`src/nvm_seq_pkg.sv`:
```
package nvm_seq_pkg;

    // register offsets of the command sequencer
    localparam logic [3:0] ADDR_STATUS  = 4'h0;
    localparam logic [3:0] ADDR_CONFIG  = 4'h1;
    localparam logic [3:0] ADDR_INDEX   = 4'h2;
    localparam logic [3:0] ADDR_WORD    = 4'h3;
    localparam logic [3:0] ADDR_PROTECT = 4'h4;
    localparam logic [3:0] ADDR_IRQ_ST  = 4'h5;
    localparam logic [3:0] ADDR_IRQ_MSK = 4'h6;
    localparam logic [3:0] ADDR_MODE    = 4'h7;
    localparam logic [3:0] ADDR_FAULT   = 4'h8;

    // status register fields
    localparam int STAT_CCF   = 7;
    localparam int STAT_ACC   = 5;
    localparam int STAT_PVIOL = 4;
    localparam int STAT_VS1   = 1;
    localparam int STAT_VS0   = 0;

    // config register fields
    localparam int CFG_COMMAND_COMPLETE_IRQ_ENABLE  = 7;
    localparam int CFG_SINGLE_FAULT_DETECT_IRQ_ENABLE = 4;

    // irq status bits: done, error
    localparam int IRQ_DONE = 0;
    localparam int IRQ_ERR  = 1;

    localparam logic [7:0] CMD_ERASE_BLOCK  = 8'h09;
    localparam logic [7:0] CMD_ERASE_SECTOR = 8'h0a;
    localparam logic [2:0] INDEX_LAUNCH     = 3'h1;

    // memory map: flash block, eeprom block
    localparam logic [23:0] PF_BASE  = 24'hff8000;
    localparam logic [23:0] PF_LAST  = 24'hffffff;
    localparam logic [23:0] EE_BASE  = 24'h100000;
    localparam logic [23:0] EE_LAST  = 24'h1001ff;
    localparam int          PF_PHRASE_BITS = 3;
    localparam int          SECTOR_BITS    = 9;

    // erase timing
    localparam int CLK_MHZ           = 20;
    localparam int ERASE_BLOCK_US    = 200;
    localparam int ERASE_SECTOR_US   = 20;
    localparam int ERASE_BLOCK_CYC   = ERASE_BLOCK_US * CLK_MHZ;
    localparam int ERASE_SECTOR_CYC  = ERASE_SECTOR_US * CLK_MHZ;
    localparam int VERIFY_CYC        = 16;

    typedef enum logic [2:0] {
        ST_IDLE   = 3'b000,
        ST_CHECK  = 3'b001,
        ST_ERASE  = 3'b010,
        ST_VERIFY = 3'b011,
        ST_DONE   = 3'b100
    } seq_state_e;

    typedef struct packed {
        logic [7:0]  code;
        logic [23:0] addr;
    } command_s;

    typedef struct packed {
        logic [23:0] addr;
        logic        sector;
    } erase_req_s;

endpackage

```
`src/flash_erase_command_sequencer.sv`:
```
`timescale 1ns/100ps
// What this block does
// - launch block erase: erase, then verify
// - set command complete after verify finishes
// - access error when index not 001
// - access error when mode forbids command
// - access error on unmapped global address
// - access error on misaligned flash/eeprom address
// - protection violation on protected target block
// - upper verify bit on any verify error
// - lower verify bit on uncorrectable error
// - sector erase: erase, verify, complete
// - command irq: complete flag and enable
// - error irq: fault flag and enable
// - runs in wait; complete irq wakes
// - stop waits for running command
module flash_erase_command_sequencer #(
    parameter int ERASE_BLOCK_CYCLES  = nvm_seq_pkg::ERASE_BLOCK_CYC,
    parameter int ERASE_SECTOR_CYCLES = nvm_seq_pkg::ERASE_SECTOR_CYC
) (
    input  wire logic        clk_sys,
    input  wire logic        rst,
    input  wire logic [3:0]  reg_addr,
    input  wire logic [15:0] reg_wdata,
    input  wire logic        reg_write,
    input  wire logic        reg_read,
    output logic      [15:0] reg_rdata,
    input  wire logic        verify_fail,
    input  wire logic        verify_uncorrectable,
    input  wire logic        stop_request,
    output logic             stop_ack,
    output logic             erase_active,
    output logic      [23:0] erase_addr,
    output logic             erase_sector,
    output logic             command_irq,
    output logic             error_irq,
    output logic             irq
);

    nvm_seq_pkg::seq_state_e state_reg;
    nvm_seq_pkg::command_s   cmd_reg;
    nvm_seq_pkg::erase_req_s req_reg;
    logic [7:0]  status_reg;
    logic [7:0]  config_reg;
    logic [2:0]  index_reg;
    logic [1:0]  protect_reg;
    logic [1:0]  irq_st_reg;
    logic [1:0]  irq_msk_reg;
    logic        mode_reg;
    logic        fault_reg;
    logic [31:0] count_reg;
    logic        vfail_reg;
    logic        vunc_reg;
    logic        launch;
    logic        addr_pf;
    logic        addr_ee;
    logic        acc_err;
    logic        prot_err;

    function automatic logic in_range(input logic [23:0] a, input logic [23:0] lo,
                                      input logic [23:0] hi);
        in_range = (a >= lo) && (a <= hi);
    endfunction

    // write 1 to complete flag while set starts the command
    assign launch = reg_write && reg_addr == nvm_seq_pkg::ADDR_STATUS
                    && reg_wdata[nvm_seq_pkg::STAT_CCF]
                    && status_reg[nvm_seq_pkg::STAT_CCF];

    assign addr_pf = in_range(cmd_reg.addr, nvm_seq_pkg::PF_BASE, nvm_seq_pkg::PF_LAST);
    assign addr_ee = in_range(cmd_reg.addr, nvm_seq_pkg::EE_BASE, nvm_seq_pkg::EE_LAST);

    always_comb begin
        acc_err = 1'b0;
        if (index_reg != nvm_seq_pkg::INDEX_LAUNCH)
            acc_err = 1'b1;
        if (mode_reg)
            acc_err = 1'b1;
        // mapped address; sector erase only on flash
        if (!(addr_pf || (addr_ee && cmd_reg.code == nvm_seq_pkg::CMD_ERASE_BLOCK)))
            acc_err = 1'b1;
        if (addr_pf && cmd_reg.addr[nvm_seq_pkg::PF_PHRASE_BITS-1:0] != 3'h0)
            acc_err = 1'b1;
        if (addr_ee && cmd_reg.addr[0])
            acc_err = 1'b1;
        if (cmd_reg.code != nvm_seq_pkg::CMD_ERASE_BLOCK
            && cmd_reg.code != nvm_seq_pkg::CMD_ERASE_SECTOR)
            acc_err = 1'b1;
    end

    assign prot_err = (addr_pf && protect_reg[0]) || (addr_ee && protect_reg[1]);

    // command words, index selects which one
    always_ff @(posedge clk_sys) begin
        if (rst) begin
            cmd_reg   <= '0;
            index_reg <= 3'h0;
        end else if (reg_write && state_reg == nvm_seq_pkg::ST_IDLE) begin
            if (reg_addr == nvm_seq_pkg::ADDR_INDEX)
                index_reg <= reg_wdata[2:0];
            if (reg_addr == nvm_seq_pkg::ADDR_WORD && index_reg == 3'h0) begin
                cmd_reg.code       <= reg_wdata[15:8];
                cmd_reg.addr[23:16] <= reg_wdata[7:0];
            end
            if (reg_addr == nvm_seq_pkg::ADDR_WORD && index_reg == 3'h1)
                cmd_reg.addr[15:0] <= reg_wdata;
        end
    end

    always_ff @(posedge clk_sys) begin
        if (rst) begin
            config_reg  <= 8'h00;
            protect_reg <= 2'h0;
            irq_msk_reg <= 2'h0;
            mode_reg    <= 1'b0;
            fault_reg   <= 1'b0;
        end else if (reg_write) begin
            if (reg_addr == nvm_seq_pkg::ADDR_CONFIG)
                config_reg <= reg_wdata[7:0];
            if (reg_addr == nvm_seq_pkg::ADDR_PROTECT)
                protect_reg <= reg_wdata[1:0];
            if (reg_addr == nvm_seq_pkg::ADDR_IRQ_MSK)
                irq_msk_reg <= reg_wdata[1:0];
            if (reg_addr == nvm_seq_pkg::ADDR_MODE)
                mode_reg <= reg_wdata[0];
            if (reg_addr == nvm_seq_pkg::ADDR_FAULT)
                fault_reg <= reg_wdata[0];
        end
    end

    // sequencer
    always_ff @(posedge clk_sys) begin
        if (rst) begin
            state_reg <= nvm_seq_pkg::ST_IDLE;
            req_reg   <= '0;
            count_reg <= 32'h0;
            vfail_reg <= 1'b0;
            vunc_reg  <= 1'b0;
        end else begin
            case (state_reg)
                nvm_seq_pkg::ST_IDLE: begin
                    if (launch)
                        state_reg <= nvm_seq_pkg::ST_CHECK;
                end
                nvm_seq_pkg::ST_CHECK: begin
                    vfail_reg <= 1'b0;
                    vunc_reg  <= 1'b0;
                    if (acc_err || prot_err) begin
                        state_reg <= nvm_seq_pkg::ST_DONE;
                    end else begin
                        // start erase of block or sector
                        req_reg.addr   <= cmd_reg.addr;
                        req_reg.sector <= cmd_reg.code == nvm_seq_pkg::CMD_ERASE_SECTOR;
                        count_reg <= (cmd_reg.code == nvm_seq_pkg::CMD_ERASE_SECTOR)
                                     ? 32'(ERASE_SECTOR_CYCLES) : 32'(ERASE_BLOCK_CYCLES);
                        state_reg <= nvm_seq_pkg::ST_ERASE;
                    end
                end
                nvm_seq_pkg::ST_ERASE: begin
                    if (count_reg <= 32'h1) begin
                        count_reg <= 32'(nvm_seq_pkg::VERIFY_CYC);
                        state_reg <= nvm_seq_pkg::ST_VERIFY;
                    end else begin
                        count_reg <= count_reg - 32'h1;
                    end
                end
                nvm_seq_pkg::ST_VERIFY: begin
                    if (verify_fail)
                        vfail_reg <= 1'b1;
                    if (verify_uncorrectable)
                        vunc_reg <= 1'b1;
                    if (count_reg <= 32'h1)
                        state_reg <= nvm_seq_pkg::ST_DONE;
                    else
                        count_reg <= count_reg - 32'h1;
                end
                nvm_seq_pkg::ST_DONE: begin
                    state_reg <= nvm_seq_pkg::ST_IDLE;
                end
                default: begin
                    state_reg <= nvm_seq_pkg::ST_IDLE;
                end
            endcase
        end
    end

    // status: complete flag plus error bits
    always_ff @(posedge clk_sys) begin
        if (rst) begin
            status_reg <= 8'h80;
        end else if (launch) begin
            status_reg <= 8'h00;
        end else if (state_reg == nvm_seq_pkg::ST_CHECK) begin
            status_reg[nvm_seq_pkg::STAT_ACC]   <= acc_err;
            status_reg[nvm_seq_pkg::STAT_PVIOL] <= prot_err && !acc_err;
        end else if (state_reg == nvm_seq_pkg::ST_DONE) begin
            status_reg[nvm_seq_pkg::STAT_CCF] <= 1'b1;
            status_reg[nvm_seq_pkg::STAT_VS1] <= vfail_reg || vunc_reg;
            status_reg[nvm_seq_pkg::STAT_VS0] <= vunc_reg;
        end
    end

    // sticky events, read clears, set wins over clear
    always_ff @(posedge clk_sys) begin
        if (rst) begin
            irq_st_reg <= 2'h0;
        end else begin
            if (reg_read && reg_addr == nvm_seq_pkg::ADDR_IRQ_ST)
                irq_st_reg <= 2'h0;
            if (state_reg == nvm_seq_pkg::ST_DONE)
                irq_st_reg[nvm_seq_pkg::IRQ_DONE] <= 1'b1;
            if (state_reg == nvm_seq_pkg::ST_CHECK && (acc_err || prot_err))
                irq_st_reg[nvm_seq_pkg::IRQ_ERR] <= 1'b1;
        end
    end

    always_ff @(posedge clk_sys) begin
        if (rst) begin
            reg_rdata <= 16'h0000;
        end else if (reg_read) begin
            case (reg_addr)
                nvm_seq_pkg::ADDR_STATUS:  reg_rdata <= {8'h00, status_reg};
                nvm_seq_pkg::ADDR_CONFIG:  reg_rdata <= {8'h00, config_reg};
                nvm_seq_pkg::ADDR_INDEX:   reg_rdata <= {13'h0000, index_reg};
                nvm_seq_pkg::ADDR_WORD:    reg_rdata <= (index_reg == 3'h0)
                                              ? {cmd_reg.code, cmd_reg.addr[23:16]}
                                              : cmd_reg.addr[15:0];
                nvm_seq_pkg::ADDR_PROTECT: reg_rdata <= {14'h0000, protect_reg};
                nvm_seq_pkg::ADDR_IRQ_ST:  reg_rdata <= {14'h0000, irq_st_reg};
                nvm_seq_pkg::ADDR_IRQ_MSK: reg_rdata <= {14'h0000, irq_msk_reg};
                nvm_seq_pkg::ADDR_MODE:    reg_rdata <= {15'h0000, mode_reg};
                nvm_seq_pkg::ADDR_FAULT:   reg_rdata <= {15'h0000, fault_reg};
                default:                   reg_rdata <= 16'h0000;
            endcase
        end else begin
            reg_rdata <= 16'h0000;
        end
    end

    // outputs, all registered
    always_ff @(posedge clk_sys) begin
        if (rst) begin
            command_irq  <= 1'b0;
            error_irq    <= 1'b0;
            irq          <= 1'b0;
            stop_ack     <= 1'b0;
            erase_active <= 1'b0;
            erase_addr   <= 24'h000000;
            erase_sector <= 1'b0;
        end else begin
            // command irq, also wakes from wait
            command_irq <= status_reg[nvm_seq_pkg::STAT_CCF] && config_reg[nvm_seq_pkg::CFG_COMMAND_COMPLETE_IRQ_ENABLE];
            error_irq <= fault_reg && config_reg[nvm_seq_pkg::CFG_SINGLE_FAULT_DETECT_IRQ_ENABLE];
            irq <= |(irq_st_reg & irq_msk_reg);
            stop_ack <= stop_request && status_reg[nvm_seq_pkg::STAT_CCF] && !launch
                        && state_reg == nvm_seq_pkg::ST_IDLE;
            erase_active <= state_reg == nvm_seq_pkg::ST_ERASE;
            erase_addr   <= req_reg.addr;
            erase_sector <= req_reg.sector;
        end
    end

    a_stop_when_busy: assert property (@(posedge clk_sys) disable iff (rst)
        !status_reg[nvm_seq_pkg::STAT_CCF] |=> !stop_ack)
        else $error("stop granted during command");

    a_done_after_verify: assert property (@(posedge clk_sys) disable iff (rst)
        state_reg == nvm_seq_pkg::ST_VERIFY && count_reg == 32'h1
        |=> ##1 status_reg[nvm_seq_pkg::STAT_CCF])
        else $error("complete flag late");

    // launch error goes straight to done
    a_error_skips_erase: assert property (@(posedge clk_sys) disable iff (rst)
        state_reg == nvm_seq_pkg::ST_CHECK && (acc_err || prot_err)
        |=> state_reg == nvm_seq_pkg::ST_DONE ##1 status_reg[nvm_seq_pkg::STAT_CCF])
        else $error("erase not skipped");

    a_index_error: assert property (@(posedge clk_sys) disable iff (rst)
        state_reg == nvm_seq_pkg::ST_CHECK && index_reg != nvm_seq_pkg::INDEX_LAUNCH
        |=> status_reg[nvm_seq_pkg::STAT_ACC])
        else $error("index error missed");

    // command irq follows flag and enable
    a_cmd_irq_level: assert property (@(posedge clk_sys) disable iff (rst)
        command_irq == $past(status_reg[nvm_seq_pkg::STAT_CCF]
                             && config_reg[nvm_seq_pkg::CFG_COMMAND_COMPLETE_IRQ_ENABLE]))
        else $error("command irq wrong");

    a_erase_then_verify: assert property (@(posedge clk_sys) disable iff (rst)
        state_reg == nvm_seq_pkg::ST_VERIFY |-> $past(state_reg) inside
            {nvm_seq_pkg::ST_ERASE, nvm_seq_pkg::ST_VERIFY})
        else $error("verify without erase");

    a_verify_bits: assert property (@(posedge clk_sys) disable iff (rst)
        status_reg[nvm_seq_pkg::STAT_VS0] |-> status_reg[nvm_seq_pkg::STAT_VS1])
        else $error("verify bits inconsistent");

    a_protect_flag: assert property (@(posedge clk_sys) disable iff (rst)
        state_reg == nvm_seq_pkg::ST_CHECK && prot_err && !acc_err
        |=> status_reg[nvm_seq_pkg::STAT_PVIOL] && state_reg == nvm_seq_pkg::ST_DONE)
        else $error("protection violation missed");

    // error irq set one cycle after flag and enable
    a_error_irq_level: assert property (@(posedge clk_sys) disable iff (rst)
        fault_reg && config_reg[nvm_seq_pkg::CFG_SINGLE_FAULT_DETECT_IRQ_ENABLE] |=> error_irq)
        else $error("error irq missing");

    a_stop_granted: assert property (@(posedge clk_sys) disable iff (rst)
        stop_request && status_reg[nvm_seq_pkg::STAT_CCF] && !launch
        && state_reg == nvm_seq_pkg::ST_IDLE |=> stop_ack)
        else $error("stop not granted");

    a_erase_starts: assert property (@(posedge clk_sys) disable iff (rst)
        state_reg == nvm_seq_pkg::ST_CHECK && !(acc_err || prot_err)
        |=> ##1 erase_active)
        else $error("erase phase missing");

    a_launch_clears: assert property (@(posedge clk_sys) disable iff (rst)
        launch |=> !status_reg[nvm_seq_pkg::STAT_CCF] && state_reg == nvm_seq_pkg::ST_CHECK)
        else $error("launch not taken");

endmodule

```
`config.mk`:
```
export PLATFORM = sky130hd
export DESIGN_NAME = flash_erase_command_sequencer
export DESIGN_NICKNAME = d
export VERILOG_FILES = /design/src/nvm_seq_pkg.sv /design/src/flash_erase_command_sequencer.sv
export SDC_FILE = /design/constraint.sdc
export NUM_CORES = 1
export LEC_CHECK = 0
export BUFFER_PORTS_ARGS = -buffer_cell sky130_fd_sc_hd__clkbuf_2
export CORE_MARGIN = 2
export CORE_UTILIZATION = 31
export DETAILED_ROUTE_END_ITERATION = 16
export PLACE_DENSITY = 0.47
export SETUP_SLACK_MARGIN = 0.4
export SYNTH_ARGS = -nofsm -noshare
export SYNTH_HDL_FRONTEND = slang
export SYNTH_SLANG_ARGS = --single-unit
```
`constraint.sdc`:
```
create_clock -name clk_sys -period 4.15 [get_ports clk_sys]
set_clock_uncertainty 0.1 [all_clocks]
set_input_delay 0.6225 -clock clk_sys [delete_from_list [all_inputs] [get_ports clk_sys]]
set_output_delay 0.6225 -clock clk_sys [all_outputs]
set_load 0.005 [all_outputs]
```
# [Yosys cells after proc, flatten, opt, wreduce, memory -nomap -nowiden]
# Cells that the tools add are included.
[classes] add_sub_neg=1 n_lt_le_gt_ge=5 eq_ne=26 muxes=28 n_bitwise=4 reduce_logical=55
[ops] op="case mux 16 bit (9 select lines)" count=1
[ops] op="two-way mux 32 bit" count=3
[ops] op="case mux 32 bit (3 select lines)" count=1
[ops] op="<= comparator 32 x 1 -> 1 bit (second input constant)" count=1
[ops] op="subtractor 32 x 1 -> 32 bit (second input constant)" count=1
[ops] op="AND reduction 2 bit" count=13
[ops] op="greater-or-equal comparator 24 x 21 -> 1 bit (second input constant)" count=1
[ops] op="greater-or-equal comparator 24 bit (second input constant)" count=1
[ops] op="<= comparator 24 x 21 -> 1 bit (second input constant)" count=1
[ops] op="<= comparator 24 bit (second input constant)" count=1
[ops] op="logical AND 1 bit" count=22
[ops] op="equality test 4 x 3 -> 1 bit (second input constant)" count=4
[ops] op="equality test 8 x 4 -> 1 bit (second input constant)" count=2
[ops] op="two-way mux 16 bit" count=1
[ops] op="!= test 2 bit (second input constant)" count=8
[ops] op="!= test 8 x 4 -> 1 bit (second input constant)" count=2
[ops] op="two-way mux 1 bit" count=13
[ops] op="two-way mux 12 bit" count=1
[ops] op="two-way mux 3 bit" count=4
[ops] op="case mux 3 bit (4 select lines)" count=1
[ops] op="equality test 4 x 2 -> 1 bit (second input constant)" count=2
[ops] op="nonzero test 2 bit" count=4
[ops] op="equality test 3 x 1 -> 1 bit (second input constant)" count=2
[ops] op="equality test 3 x 2 -> 1 bit (second input constant)" count=2
[ops] op="other kinds (15)" count=27
[word_totals] ff_bits=164 output_inout_bits=46 elab_cells=147

# [Depth between registers and ports, before layout]
# Gate-level depths: netlist (run 1).
[depth] word_depth=11 mapped_depth=10

# [Worst setup path before layout (run 1)]
# Ideal clock, no wire load.
[synth_timing] path_type="reg-to-reg" start="register cmd_reg[28] (netlist bit)" end="register count_reg[27]" arrival_ns=2.584 path_slack_ns=1.396 path_stages_with_launch=8 period_less_slack_ns=2.754 cell_sequence="dfxtp_1 > or4b_1 > or4_1 > and4bb_2 > o211a_4 > o211ai_2 > or4b_1 > a21oi_1"
[synth_via] elab_chain_cells=10 elab_cells_between_ends=13
[synth_rtl] item="start: declaration" line_no="flash_erase_command_sequencer.sv:41" text="nvm_seq_pkg::command_s cmd_reg;"
[synth_rtl] item="equality test 8 x 4 -> 1 bit" line_no="flash_erase_command_sequencer.sv:80" text="if (!(addr_pf || (addr_ee && cmd_reg.code == nvm_seq_pkg::CMD_ERASE_BLOCK)))"
[synth_rtl] item="logical AND 1 bit" line_no="flash_erase_command_sequencer.sv:80"
[synth_rtl] item="logical OR 1 bit" line_no="flash_erase_command_sequencer.sv:80"
[synth_rtl] item="two-way mux 1 bit" line_no="flash_erase_command_sequencer.sv:80"
[synth_rtl] item="two-way mux 1 bit" line_no="flash_erase_command_sequencer.sv:82" text="if (addr_pf && cmd_reg.addr[nvm_seq_pkg::PF_PHRASE_BITS-1:0] != 3'h0)"
[synth_rtl] item="two-way mux 1 bit" line_no="flash_erase_command_sequencer.sv:84" text="if (addr_ee && cmd_reg.addr[0])"
[synth_rtl] item="two-way mux 1 bit *" line_no="flash_erase_command_sequencer.sv:86" text="if (cmd_reg.code != nvm_seq_pkg::CMD_ERASE_BLOCK"
[synth_rtl] item="logical OR 1 bit *" line_no="flash_erase_command_sequencer.sv:148" text="if (acc_err || prot_err) begin"
[synth_rtl] item="!= test 2 bit (no line) *"
[synth_rtl] item="AND reduction 3 bit (no line) *"
[synth_rtl] item="end signal: assignment" line_no="flash_erase_command_sequencer.sv:154" text="count_reg <= (cmd_reg.code == nvm_seq_pkg::CMD_ERASE_SECTOR)"
[synth_rtl] item="end signal: assignment" line_no="flash_erase_command_sequencer.sv:161" text="count_reg <= 32'(nvm_seq_pkg::VERIFY_CYC);"
[synth_rtl] item="end signal: assignment" line_no="flash_erase_command_sequencer.sv:164" text="count_reg <= count_reg - 32'h1;"
[synth_rtl] item="end: declaration" line_no="flash_erase_command_sequencer.sv:51" text="logic [31:0] count_reg;"
# Every way passes the cells marked *; elsewhere a longest branch is shown, timed or not.
# A chain may end at the register's enable or synchronous reset.

# [Worst setup path after layout (run 1)]
# Ends and elaborated chain as after synthesis.

==> results of run 1 <==
-- metrics by stage --
step	worst slack, ns	hold WS, ns	power [mW]
after global placement	1.049	0.3386	1.710
after CTS	0.9861	0.3335	3.520
after global routing	0.8240	0.3403	3.591
after floorplan	1.396	0.3087	1.669
after detailed placement	1.022	0.3417	1.709
final	0.9824	0.3477	3.480
-- logic make-up (layout without fill, tap and decap cells) --
kind of cell / count (synthesis) / count (layout) / synth area share [%]
compound gates: 143 / 143 / 12.67
xor+xnor: 18 / 18 / 2.412
fa+ha+maj: 2 / 2 / 0.3829
buf+inv: 46 / 119 / 2.815
flops: 164 / 164 / 50.24
mux: 44 / 44 / 6.778
simple gates: 342 / 342 / 24.70
-- layout make-up --
class,instances,area [um^2]
multi-input cells,549,3073
flip-flops and latches,164,3283
clock inverters,11,221.5
clock buffers,20,456.7
repair buffers,81,430.4
inverters,7,26.28
fillers,2174,12990
well taps,275,344.1
-- cell usage after synthesis, drive strengths merged, types with 2 or more instances --
library cell / n / area share, %
a211oi: 2 / 0.23
a21oi: 80 / 6.1
a221oi: 4 / 0.54
a22o: 2 / 0.27
a22oi: 4 / 0.46
and2: 5 / 0.48
and4: 4 / 0.54
and4bb: 2 / 0.38
buf: 4 / 0.40
clkbuf: 35 / 2.0
dfxtp: 164 / 50
ha: 2 / 0.38
inv: 7 / 0.40
mux2: 2 / 0.34
mux2i: 42 / 6.4
nand2: 107 / 6.1
nand2b: 4 / 0.38
nand3: 15 / 1.1
nand4: 5 / 0.48
nor2: 109 / 6.3
nor2b: 30 / 2.9
nor3: 23 / 1.8
nor4: 11 / 1.1
o211ai: 5 / 0.65
o21ai: 32 / 2.5
o221ai: 2 / 0.27
o31ai: 3 / 0.34
o41ai: 3 / 0.40
or2: 3 / 0.29
or3: 8 / 0.77
or4: 8 / 0.92
or4b: 3 / 0.46
xnor2: 2 / 0.27
xor2: 16 / 2.1
-- worst max-delay path by stage --
stage,endpoint,start,cells past startpoint,slack [ns]
3_3_place_gp,count_reg[27],cmd_reg[28],7,1.05
3_5_place_dp,count_reg[27],cmd_reg[28],7,1.02
5_1_grt,count_reg[27],cmd_reg[28],7,0.82
6_report,count_reg[27],cmd_reg[28],7,0.98
2_1_floorplan,count_reg[27],cmd_reg[28],7,1.40
4_1_cts,count_reg[27],cmd_reg[28],7,0.99
-- power by group --
part | internal (mW) | total (mW) | switching [mW]
Combinational | 0.0248 | 0.0885 | 0.0636
Clock | 1.16 | 1.81 | 0.645
Sequential | 1.58 | 1.58 | 0.00490
-- critical path, cell delays in order (launching register included) --
cell	delay [ns]
sky130_fd_sc_hd__dfxtp_1	0.32
sky130_fd_sc_hd__or4b_1	0.53
sky130_fd_sc_hd__or4_1	0.53
sky130_fd_sc_hd__and4bb_1	0.35
sky130_fd_sc_hd__o211a_4	0.37
sky130_fd_sc_hd__o211ai_2	0.18
sky130_fd_sc_hd__or4b_1	0.55
sky130_fd_sc_hd__a21oi_1	0.16
-- metal layers --
metal	track usage, %	vias to the layer above	wire length (um)
li1	-	2742	-
met1	21.02	2426	8119
met2	23.55	90	7401
met3	4.006	12	629
met4	4.714	0	182
met5	0	-	0
==> metrics.log, run 1 <==
[metrics] status: finished clean
[metrics] insertion delay to the later sink of the worst-skew pair: 0.43 ns
[metrics] worst reg2reg path endpoint: count_reg[27]
[metrics] Sink Count: 164
[metrics] Post-Synthesis Cell Area: 0.006535 mm^2
[metrics] final hold vios: 0
[metrics] total number of placement rows: 53
[metrics] Power per Cell Area: 444.2 mW/mm^2
[metrics] share of flip-flops with an asynchronous set or reset after synthesis: 0%
[metrics] beginning of the worst register-to-register path: cmd_reg[28]
[metrics] Achievable Freq: 315.7 MHz
[metrics] actual transition at the worst max-transition pin: 0.7486 ns
[metrics] start-to-end type of the worst setup path: flop to flop
[metrics] DRC Markers: 0
[metrics] type of the most critical hold path: flop to flop
[metrics] Chip Width: 149.2 um
[metrics] most used cells in the layout excluding fill and tap cells: sky130_fd_sc_hd__dfxtp_1 (164), sky130_fd_sc_hd__nor2_1 (108), sky130_fd_sc_hd__nand2_1 (107), sky130_fd_sc_hd__a21oi_1 (80), sky130_fd_sc_hd__clkbuf_2 (71)
[metrics] number of cells on the worst reg-to-reg path: 7
[metrics] hold_sp: req_reg[23]
[metrics] number of nets in the layout: 849
[metrics] count of input and output buffers: 72
[metrics] nature of the critical path startpoint: flop
[metrics] Critical Path RT: 4.40 ns
[metrics] worst endpoint data arrival time: 3.42 ns
[metrics] starting DRC count in detailed routing: 405
[metrics] fin. max-slew vios: 0
[metrics] part of the cycle the worst path needs: 76.33%
[metrics] Tot GR Track Use: 15.31%
[metrics] Layout Utilization: 37.63%
[metrics] post-synthesis cell type count: 53
[metrics] number of clock buffers inserted by TritonCTS: 17
[metrics] die outline area: 0.02226 mm^2
[metrics] crit path time final: 3.168 ns
[metrics] RSZ-0062 raised after global routing: no
[metrics] vias in the first global route: 5,050
[metrics] vias post-DR: 5,270
[metrics] GR Overflow Total: 0
[metrics] Area growth, synth to finish: 19.89%
[metrics] CTS hold repair buffers: 0
[metrics] reg-to-reg setup timing slack: 0.98 ns
[metrics] hold-critical path endpoint: req_reg[23]
[metrics] largest driver fanout on the critical path: 21
[metrics] Leak Pwr: 3.181 nW
[metrics] non-filler cells in the finished layout: 1,107
[metrics] standard cell area after detailed placement: 0.007157 mm^2
[metrics] Synth Area per Inst: 8.610 um^2
[metrics] root cell of the clock tree: sky130_fd_sc_hd__clkbuf_16
[metrics] clock slew at the register clock pins of the worst setup and hold paths: 0.06 ns
[metrics] antenna diode count: 0
[metrics] I/O pin count: 73
[metrics] Core Footprint: 0.02082 mm^2
[metrics] mean number of vias per cell: 4.761
[metrics] number of placed instances with taps included: 1,076
[metrics] remaining max-slew budget at the tightest pin: 50.10%
[metrics] reported max-cap violation count: 0
[metrics] final HPWL from detailed placement: 11,210 um
[metrics] total of warnings raised by yosys: 0
[metrics] average wire length per cell after detail routing: 14.75 um
[metrics] fraction of final layout cells sized beyond drive strength 1: 14.78%
[metrics] sequential-to-total area share from yosys stat: 50.24%
[metrics] Pre-antenna DRT Iters: 4
[metrics] cell count after synthesis: 759
[metrics] setup tns final: 0 ns
[metrics] initial antenna violation count: 0
[metrics] sum of routed wire length over all layers: 16,330 um
[metrics] Initial Util: 31.38%
[metrics] Critical Path End Type: flop
[metrics] hold depth: 2
[metrics] largest buffer count on any clock path: 2
[metrics] Post-CTS Repair Setup Buffers: 0
[metrics] TritonCTS clock tree: done
[metrics] Syn Nets: 788
[metrics] primary flip-flop cell chosen by synthesis mapping: sky130_fd_sc_hd__dfxtp_1
[metrics] number of instances resized during post-cts repair: 0
[metrics] deepest level of the CTS H-tree: 4
[metrics] number of flops mapped to enable cells by yosys: 0
[metrics] largest vdd supply drop: 0.2450 mV
[metrics] final standard cell area without fillers: 0.007835 mm^2
[metrics] flops & latches, synth: 164
[metrics] first-pass GRT wire length: 26,790 um
[metrics] y dimension of the die: 149.2 um
[metrics] most common cell after layout, fill and taps aside: sky130_fd_sc_hd__dfxtp_1
[metrics] gpl congestion: 0.7789
[metrics] count of endpoints failing setup in the final report: 0
[metrics] count of antenna-violating nets left after detailed routing: 0
[metrics] maximum number of pins on one net before global-route repair: 72
(Power assumes the default switching activity.)
==> run 2: changes to the inputs <==
--- a/config.mk
+++ b/config.mk
@@ -9,7 +9,7 @@
 export CORE_MARGIN = 2
 export CORE_UTILIZATION = 31
 export DETAILED_ROUTE_END_ITERATION = 16
-export PLACE_DENSITY = 0.47
+export PLACE_DENSITY = 0.48
 export SETUP_SLACK_MARGIN = 0.4
 export SYNTH_ARGS = -nofsm -noshare
 export SYNTH_HDL_FRONTEND = slang
==> constraint.sdc (replaced) <==
create_clock -name clk_sys -period 2.9 [get_ports clk_sys]
set_clock_uncertainty 0.1 [all_clocks]
set_input_delay 0.435 -clock clk_sys [delete_from_list [all_inputs] [get_ports clk_sys]]
set_output_delay 0.435 -clock clk_sys [all_outputs]
set_load 0.005 [all_outputs]
==> run 2 against run 1 <==
Via count increased by 5.1%. Power increased by 34%. Count of clock-buffer cells in the layout decreased by 1. Sequential share of layout area decreased by 2.4 points. Routed wire length increased by 6.9%. Clock power increased by 25%. Utilization increased by 2.3 points. Worst setup slack got worse by 0.90 ns. Fmax increased by 12%. Die area unchanged. Largest power group is now registers.
==> metrics.log, run 2 (synthesized netlist as in run 1, its figures left out) <==
[metrics] standard cell area after detailed placement: 0.007415 mm^2 (+3.6%)
[metrics] Chip Width: 149.2 um (unchanged)
[metrics] initial antenna violation count: 0 (unchanged)
[metrics] Critical Path RT: 3.16 ns (-1.24 ns)
[metrics] Critical Path End Type: flop
[metrics] largest buffer count on any clock path: 2 (unchanged)
[metrics] DRC Markers: 0 (unchanged)
[metrics] TritonCTS clock tree: done
[metrics] count of input and output buffers: 72 (unchanged)
[metrics] actual transition at the worst max-transition pin: 0.6723 ns (-0.07626 ns)
[metrics] I/O pin count: 73 (unchanged)
[metrics] worst reg2reg path endpoint: count_reg[27]
[metrics] mean number of vias per cell: 4.815 (+1.1%)
[metrics] setup tns final: 0 ns (unchanged)
[metrics] largest driver fanout on the critical path: 5 (-76%)
[metrics] Initial Util: 31.38% (unchanged)
[metrics] crit path time final: 2.821 ns (-0.3466 ns)
[metrics] final hold vios: 0 (unchanged)
[metrics] Tot GR Track Use: 16.00% (+0.69 points)
[metrics] sum of routed wire length over all layers: 17,460 um (+6.9%)
[metrics] Sink Count: 164 (unchanged)
[metrics] remaining max-slew budget at the tightest pin: 55.08% (+5.0 points)
[metrics] reported max-cap violation count: 0 (unchanged)
[metrics] root cell of the clock tree: sky130_fd_sc_hd__clkbuf_16
[metrics] Achievable Freq: 354.5 MHz (+12%)
[metrics] CTS hold repair buffers: 0 (unchanged)
[metrics] vias post-DR: 5,537 (+5.1%)
[metrics] vias in the first global route: 5,165 (+2.3%)
[metrics] insertion delay to the later sink of the worst-skew pair: 0.43 ns (about the same)
[metrics] count of endpoints failing setup in the final report: 0 (unchanged)
[metrics] most common cell after layout, fill and taps aside: sky130_fd_sc_hd__dfxtp_1
[metrics] GR Overflow Total: 0 (unchanged)
[metrics] Pre-antenna DRT Iters: 4 (unchanged)
[metrics] type of the most critical hold path: input pin to flop
[metrics] worst endpoint data arrival time: 3.08 ns (-0.34 ns)
[metrics] Total Power Consumption: 4.676 mW (+34%)
[metrics] final standard cell area without fillers: 0.008314 mm^2 (+6.1%)
[metrics] clock slew at the register clock pins of the worst setup and hold paths: 0.06 ns (about the same)
[metrics] fin. max-slew vios: 0 (unchanged)
[metrics] hold_sp: reg_wdata[8]
[metrics] starting DRC count in detailed routing: 279 (-31%)
[metrics] Area growth, synth to finish: 27.23%
[metrics] number of clock buffers inserted by TritonCTS: 17 (unchanged)
[metrics] hold-critical path endpoint: cmd_reg[24]
[metrics] number of cells on the worst reg-to-reg path: 7 (unchanged)
[metrics] y dimension of the die: 149.2 um (unchanged)
[metrics] die outline area: 0.02226 mm^2 (unchanged)
[metrics] count of antenna-violating nets left after detailed routing: 0 (unchanged)
[metrics] Power per Cell Area: 562.4 mW/mm^2 (+27%)
[metrics] average wire length per cell after detail routing: 15.18 um (+2.9%)
[metrics] part of the cycle the worst path needs: 97.28% (+21 points)
[metrics] gpl congestion: 0.8145 (+4.6%)
[metrics] RSZ-0062 raised after global routing: yes
[metrics] hold depth: 3 (+1)
[metrics] status: finished clean
[metrics] nature of the critical path startpoint: flop
[metrics] fraction of final layout cells sized beyond drive strength 1: 22.51% (+7.7 points)
[metrics] total number of placement rows: 53 (unchanged)
[metrics] beginning of the worst register-to-register path: mode_reg
[metrics] Leak Pwr: 3.419 nW (+7.5%)
[metrics] deepest level of the CTS H-tree: 4 (unchanged)
[metrics] maximum number of pins on one net before global-route repair: 46 (-36%)
[metrics] final HPWL from detailed placement: 12,100 um (+7.9%)
[metrics] reg-to-reg setup timing slack: 0.08 ns (-0.90 ns)
[metrics] start-to-end type of the worst setup path: flop to flop
[metrics] number of inserted filler cells in the final layout: 2,165 (-0.41%)
[metrics] most used cells in the layout excluding fill and tap cells: sky130_fd_sc_hd__dfxtp_1 (164), sky130_fd_sc_hd__nor2_1 (106), sky130_fd_sc_hd__nand2_1 (106), sky130_fd_sc_hd__clkbuf_2 (71), sky130_fd_sc_hd__a21oi_1 (66)
[metrics] number of nets in the layout: 893 (+5.2%)
[metrics] largest vdd supply drop: 0.3790 mV (+55%)
[metrics] antenna diode count: 0 (unchanged)
[metrics] first-pass GRT wire length: 27,760 um (+3.6%)
[metrics] Core Footprint: 0.02082 mm^2 (unchanged)
[run 2: worst max path at each step]
| stage | endpoint | slack (ns) | from |
|---|---|---|---|
| after floorplan | count_reg[21] | 0.17 | cmd_reg[28] |
| after global placement | count_reg[27] | 0.06 | cmd_reg[28] |
| after detailed placement | count_reg[27] | 0.02 | cmd_reg[28] |
| after CTS | count_reg[27] | 0.10 | cmd_reg[28] |
| after global routing | count_reg[25] | 0.003 | cmd_reg[28] |
| final | count_reg[27] | 0.08 | mode_reg |
[run 2: area by class of cell]
type | instances | area [um^2] | area share [%]
sequential | 164 | 3283 | 39.49
multi-input combinational | 550 | 3239 | 38.96
timing repair buffer | 124 | 833.3 | 10.02
clock buffer | 19 | 442.9 | 5.327
tap | 275 | 344.1 | 4.138
clock inverter | 11 | 145.1 | 1.746
inverter | 7 | 26.28 | 0.3160
[run 2: critical path, stage by stage, from the launching register on]
cell,delay [ns]
sky130_fd_sc_hd__dfxtp_1,0.32
sky130_fd_sc_hd__or4b_1,0.60
sky130_fd_sc_hd__or4_4,0.46
sky130_fd_sc_hd__and4bb_2,0.34
sky130_fd_sc_hd__o211a_4,0.23
sky130_fd_sc_hd__o211ai_2,0.09
sky130_fd_sc_hd__or4b_1,0.50
sky130_fd_sc_hd__a21oi_2,0.12
[run 2: metal layers]
layer / up-vias / GRT usage, % / routed length (um)
li1: 2831 / - / -
met1: 2603 / 22.64 / 8856
met2: 93 / 24.31 / 7900
met3: 10 / 3.089 / 511
met4: 0 / 5.571 / 191
met5: - / 0 / 0
[run 2: repair_timing]
action	in CTS	in global routing
gates resized for setup	17	39
buffers inserted	2	4
setup endpoints to repair	60	60
pin swaps	11	8
gates cloned	1	4
[run 2: per-stage QoR]
stage	setup slack, ns	util [%]	hold WS [ns]	cells
after floorplan	0.1736	-	0.3226	759
after global placement	0.06195	35.61	0.3350	1109
after detailed placement	0.02312	35.61	0.3409	1109
after CTS	0.1013	38.85	0.1347	1142
after global routing	0.003211	39.93	0.1446	1150
final	0.07900	39.93	0.1533	1150
[run 2: where the power goes]
part / switching, mW / internal (mW)
Sequential: 0.00658 / 2.26
Combinational: 0.0956 / 0.0422
Clock: 0.964 / 1.31
Total: 1.07 / 3.61
==> run 3: changes to the inputs <==
--- a/config.mk
+++ b/config.mk
@@ -5,11 +5,11 @@
 export SDC_FILE = /design/constraint.sdc
 export NUM_CORES = 1
 export LEC_CHECK = 0
-export BUFFER_PORTS_ARGS = -buffer_cell sky130_fd_sc_hd__clkbuf_2
-export CORE_MARGIN = 2
+export CORE_MARGIN = 1
 export CORE_UTILIZATION = 31
 export DETAILED_ROUTE_END_ITERATION = 16
-export PLACE_DENSITY = 0.48
+export DONT_BUFFER_PORTS = 1
+export PLACE_DENSITY = 0.45
 export SETUP_SLACK_MARGIN = 0.4
 export SYNTH_ARGS = -nofsm -noshare
 export SYNTH_HDL_FRONTEND = slang
==> run 3 against run 2 <==
Count of clock-buffer cells in the layout stayed put. Combinational power shrank 14%. Clock power increased by 4%. Highest routed layer unchanged. Final cell count shrank 6.7%. Critical path type unchanged. Fmax increased by 0.90%. Power is 1.8% higher. Utilization up 0.25 points. Worst setup slack better by 0.025 ns. Largest power group is now clock. Sequential power is essentially flat. Sequential share of layout area grew 0.54 points. Via count down 1.4%. Global-route usage increased by 1.3 points.
==> metrics.log, run 3 (synthesized netlist as in run 1, its figures left out) <==
[metrics] reg-to-reg setup timing slack: 0.10 ns (+0.03 ns)
[metrics] Critical Path End Type: flop
[metrics] clock slew at the register clock pins of the worst setup and hold paths: 0.06 ns (about the same)
[metrics] final-layout worst hold slack: 0.02761 ns (-0.1257 ns)
[metrics] first-pass GRT wire length: 29,170 um (+5.1%)
[metrics] vias in the first global route: 5,313 (+2.9%)
[metrics] status: finished clean
[metrics] Core Footprint: 0.02043 mm^2 (-1.9%)
[metrics] area of the multi-input gates: 0.003284 mm^2 (+1.4%)
[metrics] Critical Path RT: 3.16 ns (about the same)
[metrics] most used cells in the layout excluding fill and tap cells: sky130_fd_sc_hd__dfxtp_1 (162), sky130_fd_sc_hd__nor2_1 (105), sky130_fd_sc_hd__nand2_1 (104), sky130_fd_sc_hd__a21oi_1 (65), sky130_fd_sc_hd__mux2i_1 (42)
[metrics] fraction of final layout cells sized beyond drive strength 1: 17.06% (-5.5 points)
[metrics] maximum number of pins on one net before global-route repair: 65 (+41%)
[metrics] nature of the critical path startpoint: flop
[metrics] actual transition at the worst max-transition pin: 0.8552 ns (+0.1829 ns)
[metrics] worst reg2reg path endpoint: count_reg[31]
[metrics] RSZ-0062 raised after global routing: yes
[metrics] part of the cycle the worst path needs: 96.41% (-0.87 points)
[metrics] Area growth, synth to finish: 25.62%
[metrics] internal power: 3.745 mW (+3.8%)
[metrics] crit path time final: 2.796 ns (-0.02509 ns)
[metrics] number of clock buffers inserted by TritonCTS: 17 (unchanged)
[metrics] GR Overflow Total: 0 (unchanged)
[metrics] hold-critical path endpoint: status_reg[7]
[metrics] Total Power Consumption: 4.760 mW (+1.8%)
[metrics] Power per Cell Area: 579.8 mW/mm^2 (+3.1%)
[metrics] Achievable Freq: 357.7 MHz (+0.90%)
[metrics] number of cells on the worst reg-to-reg path: 8 (+1)
[metrics] Pre-antenna DRT Iters: 5 (+1)
[metrics] largest vdd supply drop: 0.2925 mV (-23%)
[metrics] root cell of the clock tree: sky130_fd_sc_hd__clkbuf_16
[metrics] initial antenna violation count: 0 (unchanged)
[metrics] type of the most critical hold path: input pin to flop
[metrics] Leak Pwr: 3.153 nW (-7.8%)
[metrics] hold depth: 1 (-2)
[metrics] Chip Width: 147.2 um (-1.3%)
[metrics] DRC Markers: 0 (unchanged)
[metrics] clock network fraction of total power: 49.9% (+1.3 points)
[metrics] starting DRC count in detailed routing: 456 (+63%)
[metrics] TritonCTS clock tree: done
[metrics] number of placed instances with taps included: 1,021 (-7.9%)
[metrics] fin. max-slew vios: 0 (unchanged)
[metrics] setup tns final: 0 ns (unchanged)
[metrics] Initial Util: 31.99% (+0.60 points)
[metrics] largest driver fanout on the critical path: 6 (+1)
[metrics] mean number of vias per cell: 5.090 (+5.7%)
[metrics] start-to-end type of the worst setup path: flop to flop
[metrics] hold_sp: rst
[metrics] count of antenna-violating nets left after detailed routing: 0 (unchanged)
[metrics] Tot GR Track Use: 17.31% (+1.3 points)
[metrics] die outline area: 0.02166 mm^2 (-2.7%)
[metrics] non-filler cells in the finished layout: 1,073 (-6.7%)
[metrics] part of the total power dissipated in sequential elements: 47.6% (-0.9 points)
[metrics] Switching Power: 1.014 mW (-4.9%)
[metrics] most common cell after layout, fill and taps aside: sky130_fd_sc_hd__dfxtp_1
[metrics] sum of routed wire length over all layers: 18,440 um (+5.6%)
[metrics] number of inserted filler cells in the final layout: 2,030 (-6.2%)
[metrics] count of endpoints failing setup in the final report: 0 (unchanged)
[metrics] Worst Setup Slack, final: 0.1041 ns (+0.02509 ns)
[metrics] Layout Utilization: 40.18% (+0.25 points)
[metrics] post-place setup slack: 0.06506 ns (+0.04194 ns)
[metrics] gpl congestion: 0.8090 (-0.68%)
[metrics] beginning of the worst register-to-register path: cmd_reg[28]
[metrics] total number of placement rows: 52 (-1.9%)
[metrics] final standard cell area without fillers: 0.008209 mm^2 (-1.3%)
[metrics] vias post-DR: 5,462 (-1.4%)
[metrics] reported max-cap violation count: 0 (unchanged)
[metrics] largest buffer count on any clock path: 2 (unchanged)
[metrics] insertion delay to the later sink of the worst-skew pair: 0.42 ns (about the same)
[metrics] number of nets in the layout: 821 (-8.1%)
[metrics] Sink Count: 164 (unchanged)
[metrics] register cell area after layout: 0.003286 mm^2 (about the same)
[metrics] standard cell area after detailed placement: 0.006988 mm^2 (-5.8%)
[metrics] final HPWL from detailed placement: 11,600 um (-4.1%)
[metrics] I/O pin count: 73 (unchanged)
[metrics] y dimension of the die: 147.2 um (-1.3%)
[metrics] remaining max-slew budget at the tightest pin: 42.80% (-12 points)
[metrics] Combinational Power Share: 2.5% (-0.4 points)
[metrics] final hold vios: 0 (unchanged)
[metrics] average wire length per cell after detail routing: 17.18 um (+13%)
[metrics] count of input and output buffers: 0 (-100%)
[metrics] Sw Share: 21.31% (-1.5 points)
[metrics] worst endpoint data arrival time: 3.05 ns (-0.03 ns)
[metrics] deepest level of the CTS H-tree: 4 (unchanged)
[metrics] antenna diode count: 0 (unchanged)
## run 3: cell types whose count changed in the layout (fill, tap and decap cells not counted), sizes merged
cell,previous run,this run
buf,52,50
bufinv,2,4
clkbuf,91,21
clkinv,3,1
clkinvlp,1,4
dlygate4sd3,0,1
inv,12,9
nand2b,5,4
## run 3: area by class of cell
| type | count | area share, % |
|---|---|---|
| sequential | 164 | 40.02 |
| multi-input combinational | 549 | 40.01 |
| timing repair buffer | 53 | 8.078 |
| clock buffer | 19 | 5.274 |
| tap | 270 | 4.115 |
| clock inverter | 11 | 2.180 |
| inverter | 7 | 0.3201 |
## run 3: power groups by stage
stage	Combinational (mW)	Sequential, mW	Clock [mW]
final	0.118	2.27	2.37
after global routing	0.128	2.27	2.53
after CTS	0.113	2.27	2.43
after detailed placement	0.0632	2.32	0
after global placement	0.0627	2.32	0
after floorplan	0.0763	2.31	0
## run 3: worst max-delay path by stage
| stage | start | to | slack, ns | cells after the start |
|---|---|---|---|---|
| 5_1_grt | cmd_reg[28] | count_reg[16] | 0.01 | 10 |
| 6_report | cmd_reg[28] | count_reg[31] | 0.10 | 8 |
| 3_3_place_gp | cmd_reg[28] | count_reg[27] | 0.07 | 7 |
| 4_1_cts | cmd_reg[28] | count_reg[27] | 0.13 | 7 |
| 3_5_place_dp | cmd_reg[29] | count_reg[31] | 0.07 | 8 |
| 2_1_floorplan | cmd_reg[28] | count_reg[21] | 0.17 | 8 |
## run 3: metal layers
layer	routed length [um]	up-vias	GRT usage (%)
li1	-	2694	-
met4	161	0	5.155
met3	1077	11	4.907
met1	9044	2635	23.58
met5	0	-	0
met2	8153	122	26.44
## run 3: timing repair
item,in CTS,in global routing
hold buffers,3,0
hold endpoints to repair,64,0
buffers inserted,9,1
pin swaps,9,30
endpoints found under the setup margin,57,61
resized for setup,37,41
cloned,7,2
## run 3: critical path, cell delays in order (launching register included)
cell,delay [ns]
sky130_fd_sc_hd__dfxtp_2,0.32
sky130_fd_sc_hd__or4b_4,0.53
sky130_fd_sc_hd__or4_4,0.53
sky130_fd_sc_hd__and4bb_1,0.33
sky130_fd_sc_hd__o211a_4,0.20
sky130_fd_sc_hd__o211ai_2,0.08
sky130_fd_sc_hd__buf_4,0.17
sky130_fd_sc_hd__or3_1,0.33
sky130_fd_sc_hd__a21oi_2,0.14
